===== src/rtl/spi_port_consts.vh =====
// Register map, field positions, reset values and rate divisors of the port
`ifndef SPI_PORT_CONSTS_VH
`define SPI_PORT_CONSTS_VH

// Register word addresses on the plain register port
`define SPI_ADDR_CTRL     2'h0
`define SPI_ADDR_STATUS   2'h1
`define SPI_ADDR_DATA     2'h2

// Control register field positions
`define SPI_CTRL_IRQ_EN   7
`define SPI_CTRL_ENABLE   6
`define SPI_CTRL_LSB      5
`define SPI_CTRL_MASTER   4
`define SPI_CTRL_IDLE_CLOCK_LEVEL     3
`define SPI_CTRL_SAMPLE_EDGE_SELECT     2
`define SPI_CTRL_RATE_HI  1
`define SPI_CTRL_RATE_LO  0

// Status register field positions
`define SPI_STAT_DONE     7
`define SPI_STAT_COLL     6
`define SPI_STAT_DOUBLER  0

// Reset values
`define SPI_CTRL_RESET    8'h00
`define SPI_STAT_RESET    1'b0
`define SPI_DATA_RESET    8'h00

// SCK divisors of the system clock, normal and doubled rate
`define SPI_DIV_N0        8'd4
`define SPI_DIV_N1        8'd16
`define SPI_DIV_N2        8'd64
`define SPI_DIV_N3        8'd128
`define SPI_DIV_D0        8'd2
`define SPI_DIV_D1        8'd8
`define SPI_DIV_D2        8'd32
`define SPI_DIV_D3        8'd64

`endif


===== src/rtl/spi_port.v =====
// Master/slave serial peripheral port with control, status and data registers
//
// Contract
// RL1: Interrupt only when enabled, transfer done set and global enable on.
// RL2: Nothing happens on the serial side unless the port is enabled.
// RL3: Bit order control one sends LSB first, zero sends MSB first.
// RL4: Master select one makes the port master, zero makes it slave.
// RL5: SS low as input in master mode drops to slave, sets done.
// RL6: Clock polarity one idles SCK high, zero idles it low.
// RL7: Phase zero samples on leading edge, phase one on trailing edge.
// RL8: Master SCK divides system clock by 4/16/64/128 or 2/8/32/64.
// RL9: Slave ignores rate bits and uses only the external SCK.
// RL10: Transfer done flag set after every completed byte.
// RL11: Transfer done cleared when the interrupt vector is taken.
// RL12: Status read seeing done, then data access, clears done.
// RL13: Writing data during a transfer sets the collision flag.
// RL14: Status read seeing collision, then data access, clears both flags.
// RL15: Unused status bits read as zero.
// RL16: Doubler bit doubles master SCK, shortest period two clocks.
// RL17: External master keeps SCK at or below a quarter system clock.
// RL18: Data write loads shifter and starts; master also starts SCK.
// RL19: Data read returns the last byte shifted in.
// RL20: Four modes, polarity times two plus phase; opposite shift edges.
// RL21: Eight bits each way per transfer, then SCK back to idle.
`include "spi_port_consts.vh"
`default_nettype none

module spi_port #(
    parameter XFER_BITS = 8
) (
    input  wire       core_clk_i,
    input  wire       rstn_i,
    input  wire [1:0] addr_i,
    input  wire [7:0] wdata_i,
    input  wire       wr_i,
    input  wire       rd_i,
    output wire [7:0] rdata_o,
    input  wire       global_irq_en_i,
    input  wire       irq_ack_i,
    output wire       irq_o,
    input  wire       ss_is_input_i,
    input  wire       ss_i,
    input  wire       sck_i,
    output wire       sck_o,
    output wire       sck_oe_n_o,
    input  wire       mosi_i,
    output wire       mosi_o,
    output wire       mosi_oe_n_o,
    input  wire       miso_i,
    output wire       miso_o,
    output wire       miso_oe_n_o
);

    // Half SCK period in system clocks for a rate choice
    function [6:0] half_period;
        input [1:0] sel;
        input       dbl;
        reg   [7:0] div;
        begin
            div = `SPI_DIV_N0;
            case ({dbl, sel})
                3'h0: div = `SPI_DIV_N0;
                3'h1: div = `SPI_DIV_N1;
                3'h2: div = `SPI_DIV_N2;
                3'h3: div = `SPI_DIV_N3;
                3'h4: div = `SPI_DIV_D0;
                3'h5: div = `SPI_DIV_D1;
                3'h6: div = `SPI_DIV_D2;
                default: div = `SPI_DIV_D3;
            endcase
            half_period = div[7:1];
        end
    endfunction

    // Pick the outgoing bit of a byte by position and order
    function pick_bit;
        input [7:0] byte_v;
        input [2:0] idx;
        input       lsb;
        begin
            if (lsb)
                pick_bit = byte_v[idx];
            else
                pick_bit = byte_v[3'd7 - idx];
        end
    endfunction

    // Shift one received bit into the receive shifter
    function [7:0] shift_in;
        input [7:0] sh;
        input       b;
        input       lsb;
        begin
            if (lsb)
                shift_in = {b, sh[7:1]};
            else
                shift_in = {sh[6:0], b};
        end
    endfunction

    localparam [31:0] LAST_BIT_W  = XFER_BITS - 1;
    localparam [31:0] LAST_EDGE_W = 2 * XFER_BITS - 1;
    localparam [3:0]  LAST_BIT    = LAST_BIT_W[3:0];
    localparam [4:0]  LAST_EDGE   = LAST_EDGE_W[4:0];

    wire [3:0] pins_s;
    wire       ss_s;
    wire       sck_s;
    wire       mosi_s;
    wire       miso_s;

    reg  [7:0] ctrl_q;
    reg        dbl_q;
    reg        done_q;
    reg        coll_q;
    reg        arm_done_q;
    reg        arm_coll_q;
    reg  [7:0] tx_sh_q;
    reg  [7:0] rx_sh_q;
    reg  [7:0] rx_buf_q;
    reg        busy_q;
    reg  [6:0] hcnt_q;
    reg  [4:0] edge_cnt_q;
    reg  [3:0] bit_cnt_q;
    reg  [2:0] out_idx_q;
    reg  [2:0] out_idx_d;
    reg        sck_q;
    reg        sck_prev_q;
    reg        tx_bit_q;
    reg  [7:0] rdata_q;
    reg        irq_q;
    reg        sck_oe_n_q;
    reg        mosi_oe_n_q;
    reg        miso_oe_n_q;
    reg        done_d;
    reg        coll_d;

    // Pins pass two flip-flops before any logic reads them
    spi_sync2 #(
        .WIDTH    (4),
        .INIT_VAL (1'b1)
    ) u_sync (
        .core_clk_i (core_clk_i),
        .rstn_i     (rstn_i),
        .async_i    ({ss_i, sck_i, mosi_i, miso_i}),
        .sync_o     (pins_s)
    );

    assign ss_s   = pins_s[3];
    assign sck_s  = pins_s[2];
    assign mosi_s = pins_s[1];
    assign miso_s = pins_s[0];

    // Control fields
    wire       en     = ctrl_q[`SPI_CTRL_ENABLE];
    wire       master = ctrl_q[`SPI_CTRL_MASTER];            // RL4
    wire       idle_clock_level   = ctrl_q[`SPI_CTRL_IDLE_CLOCK_LEVEL];
    wire       sample_edge_select   = ctrl_q[`SPI_CTRL_SAMPLE_EDGE_SELECT];
    wire       lsb    = ctrl_q[`SPI_CTRL_LSB];
    wire [1:0] rate   = {ctrl_q[`SPI_CTRL_RATE_HI],
                         ctrl_q[`SPI_CTRL_RATE_LO]};
    wire [6:0] half   = half_period(rate, dbl_q);             // RL8 RL16

    // Register port decode
    wire wr_ctrl  = wr_i && (addr_i == `SPI_ADDR_CTRL);
    wire wr_stat  = wr_i && (addr_i == `SPI_ADDR_STATUS);
    wire rd_stat  = rd_i && (addr_i == `SPI_ADDR_STATUS);
    wire wr_data  = wr_i && (addr_i == `SPI_ADDR_DATA);
    wire acc_data = (wr_i || rd_i) && (addr_i == `SPI_ADDR_DATA);

    // Mode fault: another master pulls SS low while we are master
    wire fault = en && master && ss_is_input_i && !ss_s;      // RL5

    // A data write while idle starts a transfer
    wire start = en && wr_data && !busy_q;                    // RL18 RL2

    // Master edges come from the divider
    wire m_edge  = en && master && busy_q && (hcnt_q == 7'h00);
    wire m_lead  = m_edge && !edge_cnt_q[0];
    wire m_trail = m_edge && edge_cnt_q[0];
    wire m_done  = m_edge && (edge_cnt_q == LAST_EDGE);       // RL21

    // Slave edges come from the synchronised external SCK
    wire s_act   = en && !master && !ss_s;                    // RL9
    wire s_edge  = s_act && (sck_s != sck_prev_q);
    wire s_lead  = s_edge && (sck_s != idle_clock_level);                 // RL6
    wire s_trail = s_edge && (sck_s == idle_clock_level);

    // Phase picks sample and setup edges, always opposite
    wire lead    = master ? m_lead : s_lead;
    wire trail   = master ? m_trail : s_trail;
    wire sample  = sample_edge_select ? trail : lead;                       // RL7 RL20
    wire setup   = sample_edge_select ? lead : trail;                       // RL7 RL20
    wire in_bit  = master ? miso_s : mosi_s;
    wire last_s  = sample && (bit_cnt_q == LAST_BIT);
    wire xdone   = master ? m_done : (last_s && !fault);      // RL10
    wire abort   = !en || fault || (!master && ss_s);
    wire [7:0] rx_next = shift_in(rx_sh_q, in_bit, lsb);      // RL3
    wire [7:0] tx_src  = start ? wdata_i : tx_sh_q;

    // Control register; a mode fault drops master select
    always @(posedge core_clk_i)
    begin
        if (!rstn_i)
            ctrl_q <= `SPI_CTRL_RESET;
        else
        begin
            if (wr_ctrl)
                ctrl_q <= wdata_i;
            if (fault)
                ctrl_q[`SPI_CTRL_MASTER] <= 1'b0;              // RL5
        end
    end

    // Doubler bit in the status register
    always @(posedge core_clk_i)
    begin
        if (!rstn_i)
            dbl_q <= `SPI_STAT_RESET;
        else if (wr_stat)
            dbl_q <= wdata_i[`SPI_STAT_DOUBLER];               // RL16
    end

    // Flag next values; setting events win over clears
    always @*
    begin
        done_d = done_q;
        coll_d = coll_q;
        if (acc_data && arm_coll_q)
        begin
            coll_d = 1'b0;                                    // RL14
            done_d = 1'b0;                                    // RL14
        end
        if (acc_data && arm_done_q)
            done_d = 1'b0;                                    // RL12
        if (irq_ack_i)
            done_d = 1'b0;                                    // RL11
        if (en && wr_data && busy_q)
            coll_d = 1'b1;                                    // RL13
        if (xdone || fault)
            done_d = 1'b1;                                    // RL10 RL5
    end

    // Flags and the status-read arming for the clear sequence
    always @(posedge core_clk_i)
    begin
        if (!rstn_i)
        begin
            done_q     <= `SPI_STAT_RESET;
            coll_q     <= `SPI_STAT_RESET;
            arm_done_q <= 1'b0;
            arm_coll_q <= 1'b0;
        end
        else
        begin
            done_q <= done_d;
            coll_q <= coll_d;
            if (rd_stat)
            begin
                arm_done_q <= done_q;                         // RL12
                arm_coll_q <= coll_q;                         // RL14
            end
            else if (acc_data)
            begin
                arm_done_q <= 1'b0;
                arm_coll_q <= 1'b0;
            end
        end
    end

    // Next position of the outgoing bit; moves on setup edges, back to zero on start or abort
    always @*
    begin
        out_idx_d = out_idx_q;
        if (abort || start)
            out_idx_d = 3'h0;
        else if (setup)
            out_idx_d = bit_cnt_q[2:0];                       // RL20
    end

    // Shift engine for both master and slave
    always @(posedge core_clk_i)
    begin
        if (!rstn_i)
        begin
            tx_sh_q    <= `SPI_DATA_RESET;
            rx_sh_q    <= `SPI_DATA_RESET;
            rx_buf_q   <= `SPI_DATA_RESET;
            busy_q     <= 1'b0;
            hcnt_q     <= 7'h00;
            edge_cnt_q <= 5'h00;
            bit_cnt_q  <= 4'h0;
            out_idx_q  <= 3'h0;
            sck_q      <= 1'b0;
            tx_bit_q   <= 1'b0;
        end
        else
        begin
            out_idx_q <= out_idx_d;
            tx_bit_q  <= pick_bit(tx_src, out_idx_d, lsb);    // RL3
            if (start)
                tx_sh_q <= wdata_i;                           // RL18
            if (abort)
            begin
                busy_q     <= 1'b0;                           // RL2 RL5
                hcnt_q     <= 7'h00;
                edge_cnt_q <= 5'h00;
                bit_cnt_q  <= 4'h0;
                sck_q      <= idle_clock_level;                           // RL6
            end
            else
            begin
                if (start && master)
                begin
                    busy_q     <= 1'b1;                       // RL18
                    hcnt_q     <= half - 7'h01;
                    edge_cnt_q <= 5'h00;
                    bit_cnt_q  <= 4'h0;
                    sck_q      <= idle_clock_level;
                end
                else if (m_edge)
                begin
                    sck_q      <= ~sck_q;                     // RL8
                    hcnt_q     <= half - 7'h01;
                    edge_cnt_q <= edge_cnt_q + 5'h01;
                    if (m_done)
                    begin
                        busy_q     <= 1'b0;                   // RL21
                        edge_cnt_q <= 5'h00;
                    end
                end
                else if (busy_q && master)
                    hcnt_q <= hcnt_q - 7'h01;
                else if (!busy_q)
                    sck_q <= idle_clock_level;                            // RL6
                if (sample)
                begin
                    rx_sh_q <= rx_next;                       // RL7
                    if (last_s)
                    begin
                        rx_buf_q  <= rx_next;                 // RL19
                        bit_cnt_q <= 4'h0;
                    end
                    else
                        bit_cnt_q <= bit_cnt_q + 4'h1;
                    if (!master)
                        busy_q <= !last_s;
                end
            end
        end
    end

    // Edge detector on the synchronised slave clock; reset level matches
    // the synchroniser's so no false edge follows reset
    always @(posedge core_clk_i)
    begin
        if (!rstn_i)
            sck_prev_q <= 1'b1;
        else
            sck_prev_q <= sck_s;
    end

    // Pin drive enables, active low while driving
    always @(posedge core_clk_i)
    begin
        if (!rstn_i)
        begin
            sck_oe_n_q  <= 1'b1;
            mosi_oe_n_q <= 1'b1;
            miso_oe_n_q <= 1'b1;
        end
        else
        begin
            sck_oe_n_q  <= !(en && master);                   // RL4 RL2
            mosi_oe_n_q <= !(en && master);
            miso_oe_n_q <= !s_act;
        end
    end

    // Read data stands in the cycle after the read strobe
    always @(posedge core_clk_i)
    begin
        if (!rstn_i)
            rdata_q <= 8'h00;
        else if (!rd_i)
            rdata_q <= 8'h00;
        else if (addr_i == `SPI_ADDR_CTRL)
            rdata_q <= ctrl_q;
        else if (addr_i == `SPI_ADDR_STATUS)
            rdata_q <= {done_q, coll_q, 5'h00, dbl_q};       // RL15
        else if (addr_i == `SPI_ADDR_DATA)
            rdata_q <= rx_buf_q;                              // RL19
        else
            rdata_q <= 8'h00;
    end

    // Interrupt request
    always @(posedge core_clk_i)
    begin
        if (!rstn_i)
            irq_q <= 1'b0;
        else
            irq_q <= ctrl_q[`SPI_CTRL_IRQ_EN] && done_q
                     && global_irq_en_i;                      // RL1
    end

    assign rdata_o     = rdata_q;
    assign irq_o       = irq_q;
    assign sck_o       = sck_q;
    assign sck_oe_n_o  = sck_oe_n_q;
    assign mosi_o      = tx_bit_q;
    assign mosi_oe_n_o = mosi_oe_n_q;
    assign miso_o      = tx_bit_q;
    assign miso_oe_n_o = miso_oe_n_q;

endmodule

`default_nettype wire


===== src/rtl/spi_sync2.v =====
// Two-stage synchroniser for pin inputs
`default_nettype none

module spi_sync2 #(
    parameter       WIDTH    = 1,
    parameter [0:0] INIT_VAL = 1'b0
) (
    input  wire             core_clk_i,
    input  wire             rstn_i,
    input  wire [WIDTH-1:0] async_i,
    output wire [WIDTH-1:0] sync_o
);

    reg [WIDTH-1:0] meta_q;
    reg [WIDTH-1:0] sync_q;

    // First stage feeds only the second stage
    always @(posedge core_clk_i)
    begin
        if (!rstn_i)
        begin
            meta_q <= {WIDTH{INIT_VAL}};
            sync_q <= {WIDTH{INIT_VAL}};
        end
        else
        begin
            meta_q <= async_i;
            sync_q <= meta_q;
        end
    end

    assign sync_o = sync_q;

endmodule

`default_nettype wire


===== config.mk =====
export PLATFORM = sky130hd
export DESIGN_NAME = spi_port
export DESIGN_NICKNAME = d
export VERILOG_FILES = /design/src/rtl/spi_port.v /design/src/rtl/spi_sync2.v
export VERILOG_INCLUDE_DIRS = /design/src /design/src/rtl
export SDC_FILE = /design/constraint.sdc
export NUM_CORES = 1
export LEC_CHECK = 0
export ABC_AREA = 1
export CAP_MARGIN = 20
export CORE_MARGIN = 3
export CORE_UTILIZATION = 62
export CTS_CLUSTER_DIAMETER = 30
export DETAILED_ROUTE_END_ITERATION = 8
export DONT_BUFFER_PORTS = 1
export PLACE_DENSITY = 0.78
export SETUP_SLACK_MARGIN = 0.4
export SYNTH_ARGS = -nofsm -noshare
export SYNTH_HDL_FRONTEND = slang
export SYNTH_HIERARCHICAL = 1
export SYNTH_SLANG_ARGS = --single-unit

===== constraint.sdc =====
create_clock -name core_clk_i -period 2.1 [get_ports core_clk_i]
set_input_delay 0.21 -clock core_clk_i [delete_from_list [all_inputs] [get_ports core_clk_i]]
set_output_delay 0.21 -clock core_clk_i [all_outputs]
set_load 0.01 [all_outputs]

==> results.md <==
* TritonCTS Sinks at 79
* Number of remaining DRC errors at 0
* Finished Layout Cells at 630
* CTS Buf Count at 9
* Clk_lat worst skew at 0.37 ns
* Worst rel slew slack at 56.04%
* FP Rows at 27
* Main synth FF type: dfxtp_1
* Setup ws final at 0.1059 ns
* Initial antenna violation count at 0
* Data arrival time of the critical path at 2.30 ns
* Hold WS at -0.03168 ns
* Root buf cell: clkbuf_8
* Multi-input gate area at 2006 µm²
* Tmin final at 1.994 ns
* Cell Area, Synth at 3652 µm²
* R2R Path End: miso_o
* Register area at 1598 µm²
* Vias in the first global route at 3363
* Slew @ Worst Pin at 0.6533 ns
* Core Box Area at 5608 µm²
* Drt first pass iters at 7
* DIE AREA at 6848 µm²
* ANT cells at 0
* DRT iter0 DRCs at 625
* Tot Pwr at 0.003019 W
* Final period util at 94.96%
* H-tree depth at 3
* Yosys warns at 6
* Filler cell count at 321
* Via count at 3846
* Yosys top cell area share at 43.30%
* IO Port Bufs at 0
* Leak at 1.984 nW
* Post-CTS Hold Fix Bufs at 18
* Pin count of the biggest net entering global routing at 38
* Syn_nets at 525
* Gate Count Post-Synth at 500
* Initial core utilization at 65.13%
* Grt ovf at 0
* Layout area overhead at 27.89%
* Dpl cell area at 3712 µm²
* Max Clk Rate at 501.5 MHz
* Slew Limit Fails at 0
* Post-synthesis cell type count at 41
* Reg2Reg Depth at 16
* Placed Cells at 565
* Critical Path End Type: flop
* Worst setup SP type: flop
* Die H at 82.75 µm
* CTS clk-pin slew, worst paths at 0.08 ns
* Vias/cell at 6.105
* Routed len/inst at 18.13 µm
* Met2 Wirelength at 5289 µm
* Antenna-violating nets left at 0
* Worst Path Max Fanout at 5
* Destination of the worst hold path: rx_sh_q[5]
* Mean Syn Cell Area at 7.305 µm²
* Layout Skew at 0.01074 ns
* Reg2reg setup slack at 0.11 ns
* CTS max path bufs at 2
* Top-count cell post-synth: nand2_1
* Final-stage net count at 578
* Seq/Total Area, Yosys at 43.30%
* Maximum VDD drop at 0.7784 mV
* M1 WL at 4201 µm
* Met3 wire length at 1207 µm
* Failing checks: hold timing
* PD cells at 646.5 nW/µm²
* Kind of critical path: reg2reg
* Status: complete, but fails checks
* First-pass GRT wire length at 16100 µm
* Io pins at 36
* HP Start: rstn_i
* List of most frequent post-synthesis cells: 101 x nand2_1, 79 x dfxtp_1, 69 x inv_1
* Worst path required time at 2.40 ns
* Hold Fails Final Rpt at 5
* Post-placement setup slack at 0.09396 ns
* Yosys reg bits at 79
* Hold depth at 2
* Post-synth top area cell: dfxtp_1
* Final instance area at 4671 µm²
* WL final at 11420 µm
* Synth async-reset ratio at 0%
* Top post-synthesis cells by area: dfxtp_1 43%, nand2_1 10%, inv_1 7.1%, o21ai_0 5.8%, nor2_1 5.7%
* CTS tree: done
* Hold Crit Class: in2reg
* Share of layout cells above drive strength 1 at 24.37%
* Maximum Capacitance Violations at 0
* Global-route usage over all layers at 31.38%
* RSZ-0062 raised after global routing: true
* Top layer in use: met4
* Final setup fails at 0
* Reg-to-reg startpoint: hcnt_q[0]
* Number of flops mapped to enable cells by yosys at 0
* Die X-Extent at 82.75 µm
* RD Place Congestion at 0.9397
* Post-DP HPWL at 6140 µm
-- worst max path at each step --
| stage | start | endpoint | slack (ns) | cells after the start |
|---|---|---|---|---|
| CTS | hcnt_q[1] | miso_o | 0.23 | 15 |
| finish | hcnt_q[0] | miso_o | 0.11 | 16 |
| global route | u_sync/sync_o[2] | miso_o | -0.02 | 15 |
| detailed placement | hcnt_q[0] | rx_buf_q[2] | 0.09 | 13 |
| global placement | hcnt_q[0] | miso_o | 0.20 | 13 |
| floorplan | hcnt_q[0] | miso_o | 0.41 | 13 |
-- metal layers --
layer  GRT usage [%]  up-vias
met2           51.68      297
li1                -     1731
met3           9.002       91
met4           15.20        0
met1           37.42     1727
met5               0        -
-- logic make-up (layout without fill, tap and decap cells) --
logic type | after synthesis | count (layout) | share of synthesized area [%]
AOI/OAI and AO/OA | 96 | 96 | 14.73
and+or+nand+nor | 224 | 226 | 28.33
xor gates and xnor gates | 1 | 1 | 0.2399
adders and majority gates | 4 | 4 | 1.370
DFF | 79 | 79 | 43.30
buffers and inverters | 88 | 144 | 9.832
muxes | 8 | 8 | 2.193
-- area by class of cell --
cell class,count,area share [%]
clock buffers,11,3.027
multi-input cells,335,42.94
repair buffers,52,9.563
inverters,76,6.590
clock inverters,5,1.741
well taps,72,1.929
flip-flops and latches,79,34.21
-- cells in the final DEF (no fill, tap or decap), types with 3 or more instances in the layout --
master / count
a21oi_1: 32
a21oi_2: 3
buf_4: 31
buf_6: 3
clkbuf_8: 10
dfxtp_1: 70
dfxtp_2: 7
dlygate4sd3_1: 18
ha_1: 3
inv_1: 62
inv_2: 6
inv_4: 5
mux2i_1: 8
nand2_1: 95
nand2_2: 8
nand2_4: 6
nand3_1: 28
nand3_2: 10
nand3_4: 7
nor2_1: 46
nor2_2: 6
nor2_4: 8
nor3_1: 3
o21ai_0: 24
o21ai_1: 15
o21ai_2: 5
-- critical path, cell delays in order (launching register included) --
cell     delay (ns)
dfxtp_2        0.34
inv_2          0.08
ha_4           0.14
nand3_4        0.08
nor2_4         0.19
nand3_4        0.13
nand3_4        0.14
nand2_8        0.09
nand2_4        0.08
nand3_4        0.10
nand2_1        0.11
nand3_2        0.09
nand3_2        0.07
nand2_1        0.06
nand2_1        0.05
nand2_1        0.05
nor2_1         0.11
-- timing repair --
| action | in CTS | in global routing |
|---|---|---|
| cloned | 1 | 1 |
| hold endpoints to repair | 30 | 5 |
| pin swaps | 18 | 15 |
| setup buffers | 20 | 9 |
| setup endpoints to repair | 23 | 43 |
| resized for setup | 61 | 44 |
-- flip-flops by register name (all words and copies together) (netlist names), 3 cells and up --
name	cells
u_sync/sync_o	4
edge_cnt_q	5
u_sync/meta_q	4
hcnt_q	7
bit_cnt_q	4
out_idx_q	3
rx_buf_q	8
rdata_o	8
ctrl_q	8
tx_sh_q	8
rx_sh_q	8
-- through the flow --
| step | hold slack [ns] | util [%] | TNS (ns) |
|---|---|---|---|
| 2_1_floorplan | 0.2948 | - | 0 |
| 3_3_place_gp | 0.2819 | 66.20 | 0 |
| 3_5_place_dp | 0.2870 | 66.20 | 0 |
| 4_1_cts | -0.02113 | 79.00 | 0 |
| 5_1_grt | -0.02146 | 83.29 | -0.01961 |
| 6_report | -0.03168 | 83.29 | 0 |
-- power breakdown --
part	internal, W	switching, W	leakage [nW]
registers	0.00152	0.0000226	0.644
clock network	0.000702	0.000577	0.110
logic	0.0000742	0.000127	1.23
Power figures use the tool's default switching activity.
